**src/core/irt_cfg.svh**
```systemverilog
// Purpose: offsets, field positions, reset values of the ir timer block
// Assumes: byte offsets are word indexes; byte address = index * 4
// Notes:   included by the core and the bench
`ifndef IRT_CFG_SVH
`define IRT_CFG_SVH
// ==========================================================================
// register indexes
`define IRT_IDX_CTL8      3'h0
`define IRT_IDX_SHARED    3'h1
`define IRT_IDX_CTL16     3'h2
`define IRT_IDX_COMB      3'h3
`define IRT_IDX_LOHOLD    3'h4
`define IRT_IDX_HIHOLD    3'h5
`define IRT_IDX_LO16      3'h6
`define IRT_IDX_HI16      3'h7
`define IRT_IDX_CAPLO     4'h8
`define IRT_IDX_CAPHI     4'h9
`define IRT_IDX_STAT      4'hA
// ==========================================================================
// control bit positions
`define IRT_B_RUN         7
`define IRT_B_SINGLE      6
`define IRT_B_TOUT        5
`define IRT_B_CAPIE       2
`define IRT_B_TOIE        1
`define IRT_B_PINSEL      0
`define IRT_B_DEMOD       7
`define IRT_B_PIN2        6
// ==========================================================================
// reset values and stop-recovery keep masks
`define IRT_RST_COMB      8'h1F
`define IRT_KEEP_CTL8     8'h3E
`define IRT_KEEP_SHARED   8'h30
`define IRT_KEEP_CTL16    8'h3C
`define IRT_KEEP_COMB     8'h20
`define IRT_ALL_ONES      8'hFF
`endif

```
**src/core/irt_pkg.sv**
```systemverilog
// Purpose: types of the ir timer block
// Assumes: irt_cfg.svh holds the numbers
// Notes:   state of the core is one packed struct
package irt_pkg;
  typedef enum logic [1:0] {ST_IDLE, ST_WAIT_EDGE, ST_COUNT, ST_DONE} irt_e;
  typedef struct packed {
    logic [7:0] ctl8;
    logic [7:0] shared;
    logic [7:0] ctl16;
    logic [7:0] comb;
    logic [7:0] lohold;
    logic [7:0] hihold;
    logic [7:0] lo16;
    logic [7:0] hi16;
  } irt_regs_s;
  typedef struct packed {
    irt_regs_s  r;
    logic [7:0] cap_lo;
    logic [7:0] cap_hi;
    logic [7:0] cnt;
    logic       lvl;
    irt_e       st;
    logic [2:0] div;
    logic       stop_pend;
    logic       clr_pend;
    logic [2:0] sync;
    logic       din;
    logic       ack;
    logic [31:0] dat;
    logic       irq;
    logic       pin;
    logic       pin6;
    logic       pin_oe;
  } irt_state_s;
endpackage

```
**src/core/irt_core.sv**
```systemverilog
// Purpose: 8-bit ir counter/timer control with wishbone register slave
// Assumes: one 125 MHz clock, synchronous active-high reset
// Notes:   sixteen-bit timer output arrives as a plain input
// Operation
// - control bit 7 reads run state; write 0 stops, write 1 starts
// - control bit 6: 0 modulo-N repeat, 1 single pass
// - control bits 4:3 pick clock undivided, /2, /4 or /8
// - capture interrupt raised per capture when bit 2 set
// - timeout interrupt raised per timeout when mask bit set
// - a control bit picks port output or timer output on pin
// - shared bit 7: 0 transmit mode, 1 demodulation mode
// - shared bit 6: output pin select or demodulator input select
// - shared bits 5:4: AND/OR/NOR/NAND combine or edge type
// - wrap from zero to all-ones is no timeout
// - stop and flag clear act after one count clock interval
// - demod: idle after enable until first selected edge starts count
// - demod: later selected edges store inverted count in capture
// - full reset clears control; stop recovery clears bits 7,6,0
// - shared register cleared; stop recovery keeps bits 5,4
// - sixteen-bit control cleared; stop recovery keeps bits 5:2
// - combined control resets to 1Fh; stop recovery keeps bit 5
// - four hold registers clear on reset, kept on stop recovery
// - high and low hold registers are 8-bit read/write reload values
// - control bit 5 set on timeout; write 1 clears, 0 no effect
// - bit 1 timeout interrupt enable; bit 0 pin timer output
`timescale 1ns/1ps
`include "irt_cfg.svh"
module irt_core
  import irt_pkg::*;
(
  // clock and resets
  input  wire logic        clk_i,
  input  wire logic        rst_i,
  input  wire logic        stop_recover_i,
  // wishbone classic slave
  input  wire logic        cyc_i,
  input  wire logic        stb_i,
  input  wire logic        we_i,
  input  wire logic [5:0]  adr_i,
  input  wire logic [3:0]  sel_i,
  input  wire logic [31:0] dat_i,
  output logic      [31:0] dat_o,
  output logic             ack_o,
  // pins and companion timer
  input  wire logic        port_out_i,
  input  wire logic        t16_out_i,
  input  wire logic        port3_bit1_pin_i,
  input  wire logic        port2_bit0_pin_i,
  output logic             port3_bit4_pin_o,
  output logic             port3_bit6_pin_o,
  output logic             port3_bit6_oe_o,
  output logic             irq_o
);
  irt_state_s s_ff;
  irt_state_s nxt_s;
  logic       tick;
  logic       req;
  logic       wr;
  logic [3:0] idx;
  logic       demod;
  logic       edge_rise;
  logic       edge_fall;
  logic       edge_sel;
  logic       timeout;
  logic       cap_ev;
  logic       comb_out;
  logic [7:0] rd;
  logic [1:0] es;

  // ==========================================================================
  // decode and count clock enable
  assign req   = cyc_i & stb_i & ~s_ff.ack;
  assign wr    = req & we_i & sel_i[0];
  assign idx   = adr_i[5:2];
  assign demod = s_ff.r.shared[`IRT_B_DEMOD];
  assign es    = s_ff.r.shared[5:4];
  always_comb begin
    case (s_ff.r.ctl8[4:3])
      2'h0:    tick = 1'b1;
      2'h1:    tick = s_ff.div[0];
      2'h2:    tick = &s_ff.div[1:0];
      default: tick = &s_ff.div;
    endcase
  end

  // ==========================================================================
  // edge detection on the synchronised demodulator input
  // only sync[2:1] agreeing counts, sync[0] feeds sync[1] only
  assign edge_rise = (s_ff.sync[2] == s_ff.sync[1]) & s_ff.sync[1]
                     & ~s_ff.din;
  assign edge_fall = (s_ff.sync[2] == s_ff.sync[1]) & ~s_ff.sync[1]
                     & s_ff.din;
  always_comb begin
    case (es)
      2'h0:    edge_sel = edge_fall;
      2'h1:    edge_sel = edge_rise;
      2'h2:    edge_sel = edge_rise | edge_fall;
      default: edge_sel = 1'b0;
    endcase
  end

  // count ends at 1 -> 0; the 0 -> FF wrap is never a timeout
  assign timeout = tick & (s_ff.st == ST_COUNT)
                   & (s_ff.cnt == 8'h01);
  assign cap_ev  = demod & (s_ff.st == ST_COUNT) & edge_sel;

  always_comb begin
    case (es)
      2'h0:    comb_out = s_ff.lvl & t16_out_i;
      2'h1:    comb_out = s_ff.lvl | t16_out_i;
      2'h2:    comb_out = ~(s_ff.lvl | t16_out_i);
      default: comb_out = ~(s_ff.lvl & t16_out_i);
    endcase
  end

  // ==========================================================================
  // read mux
  always_comb begin
    case (idx)
      {1'b0, `IRT_IDX_CTL8}:   rd = s_ff.r.ctl8;
      {1'b0, `IRT_IDX_SHARED}: rd = s_ff.r.shared;
      {1'b0, `IRT_IDX_CTL16}:  rd = s_ff.r.ctl16;
      {1'b0, `IRT_IDX_COMB}:   rd = s_ff.r.comb;
      {1'b0, `IRT_IDX_LOHOLD}: rd = s_ff.r.lohold;
      {1'b0, `IRT_IDX_HIHOLD}: rd = s_ff.r.hihold;
      {1'b0, `IRT_IDX_LO16}:   rd = s_ff.r.lo16;
      {1'b0, `IRT_IDX_HI16}:   rd = s_ff.r.hi16;
      `IRT_IDX_CAPLO:          rd = s_ff.cap_lo;
      `IRT_IDX_CAPHI:          rd = s_ff.cap_hi;
      `IRT_IDX_STAT:           rd = {6'h00, s_ff.st};
      default:                 rd = 8'h00;
    endcase
  end

  // ==========================================================================
  // next state
  always_comb begin
    nxt_s      = s_ff;
    nxt_s.sync = {s_ff.sync[1:0], demod & s_ff.r.shared[`IRT_B_PIN2] ?
                  port2_bit0_pin_i : port3_bit1_pin_i};
    if (s_ff.sync[2] == s_ff.sync[1])
      nxt_s.din = s_ff.sync[1];
    nxt_s.div = s_ff.div + 3'h1;
    nxt_s.ack = req;
    nxt_s.dat = {24'h000000, rd};
    // register writes
    if (wr) begin
      case (idx)
        {1'b0, `IRT_IDX_CTL8}: begin
          nxt_s.r.ctl8[`IRT_B_SINGLE] = dat_i[`IRT_B_SINGLE];
          nxt_s.r.ctl8[4:0] = dat_i[4:0];
          if (dat_i[`IRT_B_RUN] && !s_ff.r.ctl8[`IRT_B_RUN]) begin
            nxt_s.r.ctl8[`IRT_B_RUN] = 1'b1;
            nxt_s.st  = demod ? ST_WAIT_EDGE : ST_COUNT;
            nxt_s.cnt = s_ff.r.lohold;
            nxt_s.lvl = 1'b0;
            nxt_s.stop_pend = 1'b0;
          end else if (!dat_i[`IRT_B_RUN] && s_ff.r.ctl8[`IRT_B_RUN])
            nxt_s.stop_pend = 1'b1;
          if (dat_i[`IRT_B_TOUT])
            nxt_s.clr_pend = 1'b1;
        end
        {1'b0, `IRT_IDX_SHARED}: nxt_s.r.shared = dat_i[7:0];
        {1'b0, `IRT_IDX_CTL16}:  nxt_s.r.ctl16  = dat_i[7:0];
        {1'b0, `IRT_IDX_COMB}:   nxt_s.r.comb   = dat_i[7:0];
        {1'b0, `IRT_IDX_LOHOLD}: nxt_s.r.lohold = dat_i[7:0];
        {1'b0, `IRT_IDX_HIHOLD}: nxt_s.r.hihold = dat_i[7:0];
        {1'b0, `IRT_IDX_LO16}:   nxt_s.r.lo16   = dat_i[7:0];
        {1'b0, `IRT_IDX_HI16}:   nxt_s.r.hi16   = dat_i[7:0];
        default: ;
      endcase
    end
    // deferred stop and clear land on the next count clock tick
    if (tick && s_ff.stop_pend) begin
      nxt_s.stop_pend = 1'b0;
      nxt_s.r.ctl8[`IRT_B_RUN] = 1'b0;
      nxt_s.st = ST_IDLE;
    end
    if (tick && s_ff.clr_pend) begin
      nxt_s.clr_pend = 1'b0;
      nxt_s.r.ctl8[`IRT_B_TOUT] = 1'b0;
    end
    // counter
    case (s_ff.st)
      ST_IDLE: ;
      ST_WAIT_EDGE:
        if (edge_sel)
          nxt_s.st = ST_COUNT;
      ST_COUNT: begin
        if (cap_ev) begin
          if (edge_rise)
            nxt_s.cap_lo = ~s_ff.cnt;
          else
            nxt_s.cap_hi = ~s_ff.cnt;
          nxt_s.cnt = s_ff.r.lohold;
        end else if (tick) begin
          nxt_s.cnt = s_ff.cnt - 8'h01;
          if (timeout) begin
            nxt_s.lvl = ~s_ff.lvl;
            nxt_s.cnt = s_ff.lvl ? s_ff.r.lohold : s_ff.r.hihold;
            if (demod)
              nxt_s.st = ST_WAIT_EDGE;
            else if (s_ff.r.ctl8[`IRT_B_SINGLE])
              nxt_s.st = ST_DONE;
          end
        end
      end
      ST_DONE: ;
      default: nxt_s.st = ST_IDLE;
    endcase
    // set wins over a clear landing in the same cycle
    if (timeout)
      nxt_s.r.ctl8[`IRT_B_TOUT] = 1'b1;
    nxt_s.irq = (timeout & s_ff.r.ctl8[`IRT_B_TOIE])
              | (cap_ev & s_ff.r.ctl8[`IRT_B_CAPIE]);
    nxt_s.pin = s_ff.r.ctl8[`IRT_B_PINSEL] ? s_ff.lvl : port_out_i;
    nxt_s.pin_oe = ~demod;
    if (!demod && s_ff.r.shared[`IRT_B_PIN2])
      nxt_s.pin_oe = 1'b1;
    // registered so the pin never glitches on the companion input
    nxt_s.pin6 = (~demod & s_ff.r.shared[`IRT_B_PIN2])
                 ? comb_out : port_out_i;
    nxt_s.lvl = nxt_s.lvl;
    // stop-mode recovery keeps only the documented bits
    if (stop_recover_i) begin
      nxt_s.r.ctl8   = s_ff.r.ctl8 & `IRT_KEEP_CTL8;
      nxt_s.r.shared = s_ff.r.shared & `IRT_KEEP_SHARED;
      nxt_s.r.ctl16  = s_ff.r.ctl16 & `IRT_KEEP_CTL16;
      nxt_s.r.comb   = (s_ff.r.comb & `IRT_KEEP_COMB)
                     | (`IRT_RST_COMB & ~`IRT_KEEP_COMB);
      nxt_s.st = ST_IDLE;
      nxt_s.stop_pend = 1'b0;
      nxt_s.clr_pend  = 1'b0;
    end
  end

  // ==========================================================================
  // state register
  always_ff @(posedge clk_i) begin
    if (rst_i) begin
      s_ff        <= '0;
      s_ff.r.comb <= `IRT_RST_COMB;
      s_ff.st     <= ST_IDLE;
    end else begin
      s_ff <= nxt_s;
    end
  end

  // combined timer output drives the pin when selected in transmit mode
  assign port3_bit6_pin_o = s_ff.pin6;
  assign port3_bit4_pin_o = s_ff.pin;
  assign port3_bit6_oe_o  = s_ff.pin_oe;
  assign irq_o            = s_ff.irq;
  assign ack_o            = s_ff.ack;
  assign dat_o            = s_ff.dat;
endmodule

```
**config.mk**
```make
export PLATFORM = sky130hd
export DESIGN_NAME = irt_core
export DESIGN_NICKNAME = d
export VERILOG_FILES = /design/src/core/irt_pkg.sv /design/src/core/irt_core.sv
export VERILOG_INCLUDE_DIRS = /design/src /design/src/core
export SDC_FILE = /design/constraint.sdc
export NUM_CORES = 1
export LEC_CHECK = 0
export BUFFER_PORTS_ARGS = -buffer_cell sky130_fd_sc_hd__buf_2
export CAP_MARGIN = 20
export CELL_PAD_IN_SITES_DETAIL_PLACEMENT = 1
export CELL_PAD_IN_SITES_GLOBAL_PLACEMENT = 1
export CORE_MARGIN = 3
export CORE_UTILIZATION = 47
export DETAILED_ROUTE_END_ITERATION = 8
export PLACE_DENSITY_LB_ADDON = 0.3
export SLEW_MARGIN = 0
export SYNTH_ARGS = -nofsm -noshare
export SYNTH_HDL_FRONTEND = slang
export SYNTH_SLANG_ARGS = --single-unit
```
**constraint.sdc**
```tcl
create_clock -name clk_i -period 6.3 [get_ports clk_i]
set_clock_uncertainty 0.15 [all_clocks]
set_input_delay 0.315 -clock clk_i [delete_from_list [all_inputs] [get_ports clk_i]]
set_output_delay 0.315 -clock clk_i [all_outputs]
set_load 0.05 [all_outputs]
```
======== Yosys cells after proc, flatten, opt, wreduce, memory -nomap -nowiden ========
Index checks and enable logic that the tools add are counted.
storage, ports and cells
  register bits after elaboration ......... 137
  bits of input ports ..................... 52
  output and inout port bits .............. 37
operators by class
  bitwise gates (word level) .............. 30
  equality and inequality tests ........... 18
  reduce and logical (&&, ||, !) cells .... 36
  add/sub/neg operators ................... 2
  mux-type cells .......................... 27
operators with widths
  cell                                                                    count
  8-bit one-hot mux with 11 select lines                                  1
  11-bit 2-to-1 mux                                                       5
  3-bit AND reduction                                                     10
  2-bit AND reduction                                                     10
  1-bit bitwise AND                                                       17
  4-bit by 3-bit equality test with 1-bit output (second input constant)  4
  8-bit 2-to-1 mux                                                        2
  4-bit equality test (second input constant)                             3
  2-bit 2-to-1 mux                                                        5
  9-bit 2-to-1 mux                                                        1
  1-bit inverter                                                          9
  1-bit one-hot mux with 3 select lines                                   3
  4-bit by 2-bit equality test with 1-bit output (second input constant)  2
  8-bit by 1-bit equality test with 1-bit output (second input constant)  1
  1-bit 2-to-1 mux                                                        8
  8-bit inverter                                                          1
  8-bit by 1-bit subtractor with 8-bit output (second input constant)     1
  2-bit by 1-bit equality test with 1-bit output (second input constant)  3
  2-bit equality test (second input constant)                             3
  3-bit OR reduction                                                      2
  1-bit logical AND                                                       5
  4-bit by 1-bit equality test with 1-bit output (second input constant)  1
  2-bit logical NOT                                                       2
  4-bit logical NOT                                                       1
  8 further kinds                                                         13

======== Depth between registers and ports, before layout ========
Gate-level depths: netlist of run 1.
  depth after elaboration ................. 12
  gate-level depth with buffers ........... 9
  depth with buffers taken out ............ 7

======== Worst setup path after synthesis of run 1 ========
OpenSTA, ideal clock, no wires.
  path kind ............................... reg-to-reg
  from .................................... register s_ff[40] in the netlist's numbering
  to ...................................... register s_ff[50] in the netlist's numbering
  data arrival time ....................... 1.743 ns
  setup time .............................. 0.122 ns
  period minus slack after synthesis ...... 2.015 ns
  path slack .............................. 4.285 ns
  cell stages (with the launch flop) ...... 6
  path buffers ............................ 0
  cells stage by stage .................... dfxtp_1 -> ha_1 -> and4bb_4 -> o311ai_4 -> a21oi_2 -> a221o_1
on the way
  word-level cells in the longest chain between the ends .. 8
  elaborated cells between the ends (all ways) .. 10
  those cells by class .................... eq/ne (1); mux (3); bitwise (6)
RTL lines
  item                                         line                            source
  start, declared                              irt_core.sv:54                  irt_state_s s_ff;
  start signal, assigned                       irt_core.sv:245                 s_ff <= nxt_s;
  1-bit equality test *                        irt_core.sv:89, irt_core.sv:91
  1-bit bitwise AND, on equally long branches  irt_core.sv:89, irt_core.sv:91
  1-bit bitwise AND, on equally long branches  irt_core.sv:90, irt_core.sv:92
  1-bit bitwise OR                             irt_core.sv:97                  2'h2: edge_sel = edge_rise | edge_fall;
  1-bit one-hot mux with 3 select lines *      irt_core.sv:94                  case (es)
  1-bit bitwise AND *                          irt_core.sv:105                 assign cap_ev = demod & (s_ff.st == ST_COUNT) & edge_sel;
  8-bit 2-to-1 mux *                           irt_core.sv:190                 if (cap_ev) begin
  9-bit 2-to-1 mux *                           irt_core.sv:184                 case (s_ff.st)
Every way passes the cells marked *; elsewhere a longest branch is shown, timed or not.
A chain may end at the register's enable or synchronous reset.

======== Worst setup path in the final report of run 1 ========
  from .................................... input adr_i[4]
  to ...................................... register s_ff[74] in the netlist's numbering
on the way
  word-level cells in the longest chain between the ends .. 2
RTL lines
  item                                            line             source
  start, declared                                 irt_core.sv:39   input wire logic [5:0] adr_i,
  4-bit by 3-bit equality test with 1-bit output  irt_core.sv:148  case (idx)
  2-bit AND reduction (no source line)            n/a
Every way passes these cells.

==> results.sh, run 1 <==
export IMPL_grt_usage_pct=27.0
export IMPL_grt_pass1_vias=4975
export IMPL_clkLatencyLatePin_ns=0.42
export IMPL_wl_per_cell_um=21.4
export IMPL_drive_gt1_share_pct=15.7
export IMPL_clock_path_buffers=2
export IMPL_synth_compound_area_share_pct=16.7
export IMPL_crit_path_end="s_ff[74]$_SDFFE_PP0P_"
export IMPL_r2r_cells=5
export IMPL_hold_class="input port to flop"
export IMPL_die_w_um=117
export IMPL_first_pass_iters=5
export IMPL_netlist_area_um2=5810
export IMPL_r2r_start="s_ff[47]$_SDFF_PP0_"
export IMPL_grt_max_degree=61
export IMPL_rsz0062_at_grt="false"
export IMPL_finalWirelength_um=17500
export IMPL_io_pins=89
export IMPL_clock_fmax_mhz=341
export IMPL_required_ns=6.42
export IMPL_antenna_found_initial=0
export IMPL_cts_sinks=113
export IMPL_slew_headroom_pct=39.8
export IMPL_post_route_period_util_pct=46.6
export IMPL_finalPower_mw=1.76
export IMPL_yosys_area_share_simple_pct=18.4
export IMPL_setup_viol=0
export IMPL_numCtsBuffers=17
export IMPL_seq_area_frac_synth_pct=38.9
export IMPL_port_buffers=35
export IMPL_avgViaCountPerCell=5.90
export IMPL_nets=706
export IMPL_core_area_um2=11800
export IMPL_leakage_nw=2.34
export IMPL_avgSynthCellArea_um2=9.08
export IMPL_synth_top_family_by_area="simple AND/OR/NAND/NOR gates"
export IMPL_muxShareOfSynthArea_pct=15.1
export IMPL_synth_area_top_cells="dfxtp_1, mux2i_1, nor2_1"
export IMPL_synth_edff_count=0
export IMPL_synth_distinct_cells=74
export IMPL_startpoint_type="input port"
export IMPL_cts_tree="yes"
export IMPL_p_per_area_nw_per_um2=273
export IMPL_yosysTopAreaCell="dfxtp_1"
export IMPL_r2r_end="s_ff[66]$_SDFFE_PP0P_"
export IMPL_critPathKind="input port to flop"
export IMPL_tns_ns=0
export IMPL_rows=39
export IMPL_cap_violations=0
export IMPL_grt_pass1_wl_um=27600
export IMPL_clk_pin_slew_worst_paths_ns=0.05
export IMPL_drtIter0Drc=420
export IMPL_cp_depth=6
export IMPL_hpwl_um=12100
export IMPL_r2r_slack_ns=3.70
export IMPL_diodes=0
export IMPL_irDropWorstVdd_uv=175
export IMPL_yosysWarnings=0
export IMPL_synth_xor_area_share_pct=0.452
export IMPL_synth_ff_type="dfxtp_1"
export IMPL_crit_family="simple AND/OR/NAND/NOR gates"
export IMPL_crit_arrival_ns=3.05
export IMPL_post_cts_resized=0
export IMPL_root_buffer="clkbuf_16"
export IMPL_critical_path_slowest_cell="nor2b_1"
export IMPL_synth_fa_ha_area_share_pct=1.94
export IMPL_cp_max_fo=31
export IMPL_critPathMaxStageDelay_ns=0.80
export IMPL_start_util_pct=49.4
export IMPL_overflow=0
export IMPL_maxSlewViolCount=0
export IMPL_area_growth_pct=10.6
export IMPL_cp_buffers_inverters=1
export IMPL_dieArea_um2=13700
export IMPL_die_h_um=117
export IMPL_async_flop_share_pct=0
export IMPL_status="finished clean"
export IMPL_end_kind="flop"
export IMPL_crit_start="adr_i[4]"
export IMPL_path_cells="buf_2 -> nor2b_1 -> nand3_1 -> nor2_2 -> mux2i_1 -> nor2_1"
export IMPL_synth_top_area_share_pct=38.9
export IMPL_htree_levels=4
export IMPL_place_congestion=0.893
export IMPL_yosys_top_cells_count="dfxtp_1, nor2_1, mux2i_1"
export IMPL_ant_nets=0
export IMPL_fin_crit_ns=2.93
export IMPL_final_hold_violation_count=0
export IMPL_num_vias=4839
export IMPL_yosysMostFrequentCell="dfxtp_1"
export IMPL_tightest_slew_ns=0.902
export IMPL_post_route_drc_count=0
export IMPL_syn_inst=640
export IMPL_ys_ff_latch=113
logic make-up after synthesis:
kind of cell	Yosys count
simple gates	213
compound gates	126
flops	113
buf+inv	91
mux	84
fa+ha+maj	9
xor+xnor	3
other cells	1
timing repair:
action | CTS | global route
hold buffers | 1 | 0
hold endpoints to repair | 1 | 0
setup buffers | 0 | 0
worst min-delay path by stage:
stage,from,endpoint,depth (start not counted)
2_1_floorplan,nxt_s[39]$_SDFF_PP0_,nxt_s[40]$_SDFF_PP0_,1
3_3_place_gp,s_ff[43]$_SDFF_PP0_,s_ff[43]$_SDFF_PP0_,1
3_5_place_dp,nxt_s[39]$_SDFF_PP0_,nxt_s[40]$_SDFF_PP0_,1
4_1_cts,port_out_i,port3_bit4_pin_o$_SDFF_PP0_,3
5_1_grt,port2_bit0_pin_i,nxt_s[39]$_SDFF_PP0_,3
6_report,port_out_i,port3_bit4_pin_o$_SDFF_PP0_,3
worst min-delay path, delay by kind of cell:
family                 cells  cell delay, ns
and+or+nand+nor            1            0.08
muxes                      1            0.05
buffers and inverters      1            0.09
area by class of cell:
cell class / count / area (um^2)
inverter: 16 / 60.1
timing repair buffer: 38 / 200
multi-input combinational: 459 / 3150
fill: 1352 / 5330
clock inverter: 6 / 55.1
sequential: 113 / 2260
tap: 164 / 205
clock buffer: 24 / 502
layout by cell type, fill, tap and decap left out, drive strengths merged, types with 3 or more instances in the layout:
cell	Yosys	final
a21oi	25	25
nor2b	19	19
nor2	103	103
mux2i	74	74
o22ai	5	5
and4bb	3	3
nand3b	3	3
inv	16	16
mux2	8	8
nand2	30	30
a21o	3	3
ha	9	9
a221oi	3	3
nor3b	5	5
a211oi	27	27
a31oi	4	4
nor4	3	3
nand2b	5	5
o21ai	13	13
or3	3	3
a221o	5	5
conb	1	24
and2	5	5
clkbuf	29	24
a22oi	10	10
nor3	11	11
dfxtp	113	113
nand3	13	13
a32oi	5	5
clkinv	0	5
buf	46	37
routing by layer:
metal  global-route usage, %  part of all wire, %
met1                    33.9                   42
met2                    46.3                   50
met3                    4.99                  5.7
met4                    9.56                  1.6
met5                       0                    0
metrics by stage:
stage,instance area [um^2],util [%],hold slack (ns),setup slack [ns],cells
3_3_place_gp,5860,49.9,0.282,3.10,789
2_1_floorplan,5900,-,0.264,4.29,663
5_1_grt,6430,54.7,0.0345,3.26,820
3_5_place_dp,5860,49.9,0.278,2.97,789
6_report,6430,54.7,0.00147,3.37,820
4_1_cts,6430,54.7,0.0000420,3.38,820
state kept, by name (all words and copies together) (netlist names):
register	flops
s_ff	95
dat_o	8
es	2
nxt_s	2
ack_o	1
demod	1
irq_o	1
port3_bit4_pin_o	1
port3_bit6_oe_o	1
port3_bit6_pin_o	1
report_power, final:
| part | leakage (nW) | internal (mW) | switching, mW |
|---|---|---|---|
| Combinational | 1.15 | 0.0230 | 0.0971 |
| Sequential | 0.913 | 0.721 | 0.00276 |
| Clock | 0.281 | 0.585 | 0.327 |
(Power assumes the default switching activity.)
==> run 2, diff against run 1 <==
ABC_AREA = 1   (was unset)
CORE_UTILIZATION = 40   (was 47)
clock period = 3 ns   (was 6.3 ns; I/O delays follow)
==> results.sh, run 2 <==
export IMPL_critPathMaxStageDelay_ns=0.36
export IMPL_critPathKind="flop to flop"
export IMPL_muxShareOfSynthArea_pct=0
export IMPL_ys_ff_latch=113
export IMPL_largest_register_ffs=95
export IMPL_mostFrequentLayoutCells="nand2_1, inv_1, dfxtp_1, nor2_1, o21ai_0"
export IMPL_hp_start="sel_i[0]"
export IMPL_clk_pin_slew_worst_paths_ns=0.05
export IMPL_htree_levels=4
export IMPL_clkLatencyLatePin_ns=0.42
export IMPL_use_met2_pct=41.4
export IMPL_yosys_top_cells_count="nand2_1, inv_1, dfxtp_1"
export IMPL_startpoint_type="flop"
export IMPL_use_met3_pct=4.86
export IMPL_rsz0062_at_grt="false"
export IMPL_clock_fmax_mhz=431
export IMPL_ant_nets=0
export IMPL_post_route_period_util_pct=77.3
export IMPL_first_pass_iters=5
export IMPL_core_area_um2=13600
export IMPL_yosysMostFrequentCell="nand2_1"
export IMPL_drtIter0Drc=489
export IMPL_cts_tree="yes"
export IMPL_grt_max_degree=72
export IMPL_rows=42
export IMPL_seq_area_frac_synth_pct=39.9
export IMPL_synth_area_top_cells="dfxtp_1, o21ai_0, nand2_1"
export IMPL_final_hold_violation_count=0
export IMPL_busiest_layer="met2"
export IMPL_drive_gt1_share_pct=10.5
export IMPL_die_w_um=125
export IMPL_clock_path_buffers=2
export IMPL_cap_violations=0
export IMPL_hold_class="input port to flop"
export IMPL_cp_max_fo=15
export IMPL_numCtsBuffers=17
export IMPL_finalWirelength_um=18900
export IMPL_end_kind="flop"
export IMPL_holdWs_ns=0.0472
export IMPL_regMostFlops="s_ff"
export IMPL_setup_viol=0
export IMPL_grt_pass1_vias=5694
export IMPL_start_util_pct=41.8
export IMPL_die_h_um=125
export IMPL_root_buffer="clkbuf_16"
export IMPL_io_pins=89
export IMPL_cts_sinks=113
export IMPL_leakage_nw=2.76
export IMPL_area_growth_pct=14.3
export IMPL_overflow=0
export IMPL_port_buffers=35
export IMPL_final_common_cell="nand2_1"
export IMPL_grt_pass1_wl_um=30200
export IMPL_synth_ff_type="dfxtp_1"
export IMPL_status="finished clean"
export IMPL_syn_inst=819
export IMPL_wl_per_cell_um=18.1
export IMPL_slew_headroom_pct=55.8
export IMPL_p_per_area_nw_per_um2=546
export IMPL_synth_edff_count=0
export IMPL_avgSynthCellArea_um2=6.92
export IMPL_post_route_drc_count=0
export IMPL_crit_arrival_ns=2.46
export IMPL_num_vias=5520
export IMPL_nets=921
export IMPL_irDropWorstVdd_uv=350
export IMPL_grt_usage_pct=24.5
export IMPL_avgViaCountPerCell=5.29
export IMPL_maxSlewViolCount=0
export IMPL_diodes=0
export IMPL_synth_fa_ha_area_share_pct=1.99
export IMPL_place_congestion=0.872
export IMPL_critical_path_slowest_cell="nor2_4"
export IMPL_synth_top_family_by_area="simple AND/OR/NAND/NOR gates"
export IMPL_path_cells="inv_1 -> ha_1 -> inv_2 -> nor2_2 -> nand3_1 -> nor2_4 -> inv_1 -> nand2_1 -> nand2_1 -> nand2_1 -> a21oi_1"
export IMPL_yosysWarnings=0
export IMPL_fin_crit_ns=2.32
export IMPL_cp_common_cell="nand2_1"
export IMPL_r2r_start="s_ff[46]$_SDFF_PP0_"
export IMPL_finalPower_mw=3.54
export IMPL_netlist_area_um2=5670
export IMPL_met1_usage_pct=30.2
export IMPL_required_ns=3.14
export IMPL_tightest_slew_ns=0.663
export IMPL_hpwl_um=13700
export IMPL_yosys_area_share_simple_pct=22.8
export IMPL_yosysTopAreaCell="dfxtp_1"
export IMPL_crit_start="s_ff[46]$_SDFF_PP0_"
export IMPL_post_cts_resized=0
export IMPL_synth_distinct_cells=32
export IMPL_tns_ns=0
export IMPL_synth_compound_area_share_pct=20.4
export IMPL_synth_xor_area_share_pct=0.464
export IMPL_antenna_found_initial=0
export IMPL_synth_top_area_share_pct=39.9
export IMPL_dieArea_um2=15600
export IMPL_async_flop_share_pct=0
run 2: changes by cell type in the layout (fill, tap and decap cells not counted), sizes merged, moves of 34 or more:
cell and change:
mux2i -74, inv +107, o21ai +89, nand2 +107, a21oi +57, nand3 +34
run 2: what timing repair did:
action,CTS,global route
hold buffers,16,0
setup buffers,0,0
endpoints found under the hold margin,31,0
setup endpoints to repair,0,0
run 2: worst paths after layout:
path                             to  slack, ns  depth (start not counted)
max             s_ff[54]$_SDFF_PP0_       0.68                         11
min          s_ff[121]$_SDFFE_PP0P_       0.05                          5
max reg2reg     s_ff[54]$_SDFF_PP0_       0.68                         11
min reg2reg    nxt_s[40]$_SDFF_PP0_       0.25                          2
run 2: cell type report:
type | instances | area (um^2)
Fill cell | 1777 | 7080
Sequential cell | 113 | 2260
Multi-Input combinational cell | 552 | 2680
Inverter | 123 | 464
Timing Repair Buffer | 53 | 350
Tap cell | 176 | 220
Clock inverter | 1 | 5.00
Clock buffer | 25 | 495
run 2: metrics by stage:
step / setup slack (ns) / area, um^2 / cells / util (%)
global route: 0.468 / 6470 / 1043 / 47.7
detailed placement: 0.727 / 5810 / 1001 / 42.9
floorplan: 1.19 / 5750 / 842 / -
CTS: 0.709 / 6470 / 1043 / 47.7
global placement: 0.786 / 5810 / 1001 / 42.9
finish: 0.680 / 6470 / 1043 / 47.7
run 2: cell families after synthesis:
family	count (synthesis)
and+or+nand+nor	299
AOI/OAI and AO/OA	217
buffers and inverters	177
DFF	113
adders and majority gates	9
xor gates and xnor gates	3
other	1
run 2: worst max-delay path, delay by kind of cell (launching register included):
kind	cells	cell delay [ns]
fa+ha+maj	1	0.28
simple gates	6	0.87
buf+inv	3	0.49
compound gates	1	0.06
flops	1	0.32
run 2: where the power goes:
| part | leakage (nW) | internal, mW | switching [mW] |
|---|---|---|---|
| logic | 1.60 | 0.0549 | 0.194 |
| registers | 0.913 | 1.52 | 0.00594 |
| clock network | 0.247 | 1.11 | 0.658 |
run 2: layer usage:
layer  vias to the layer above  wire [um]
li1                       2675          -
met1                      2658       8230
met2                       141       9030
met3                        46        938
met4                         0        667
met5                         -          0
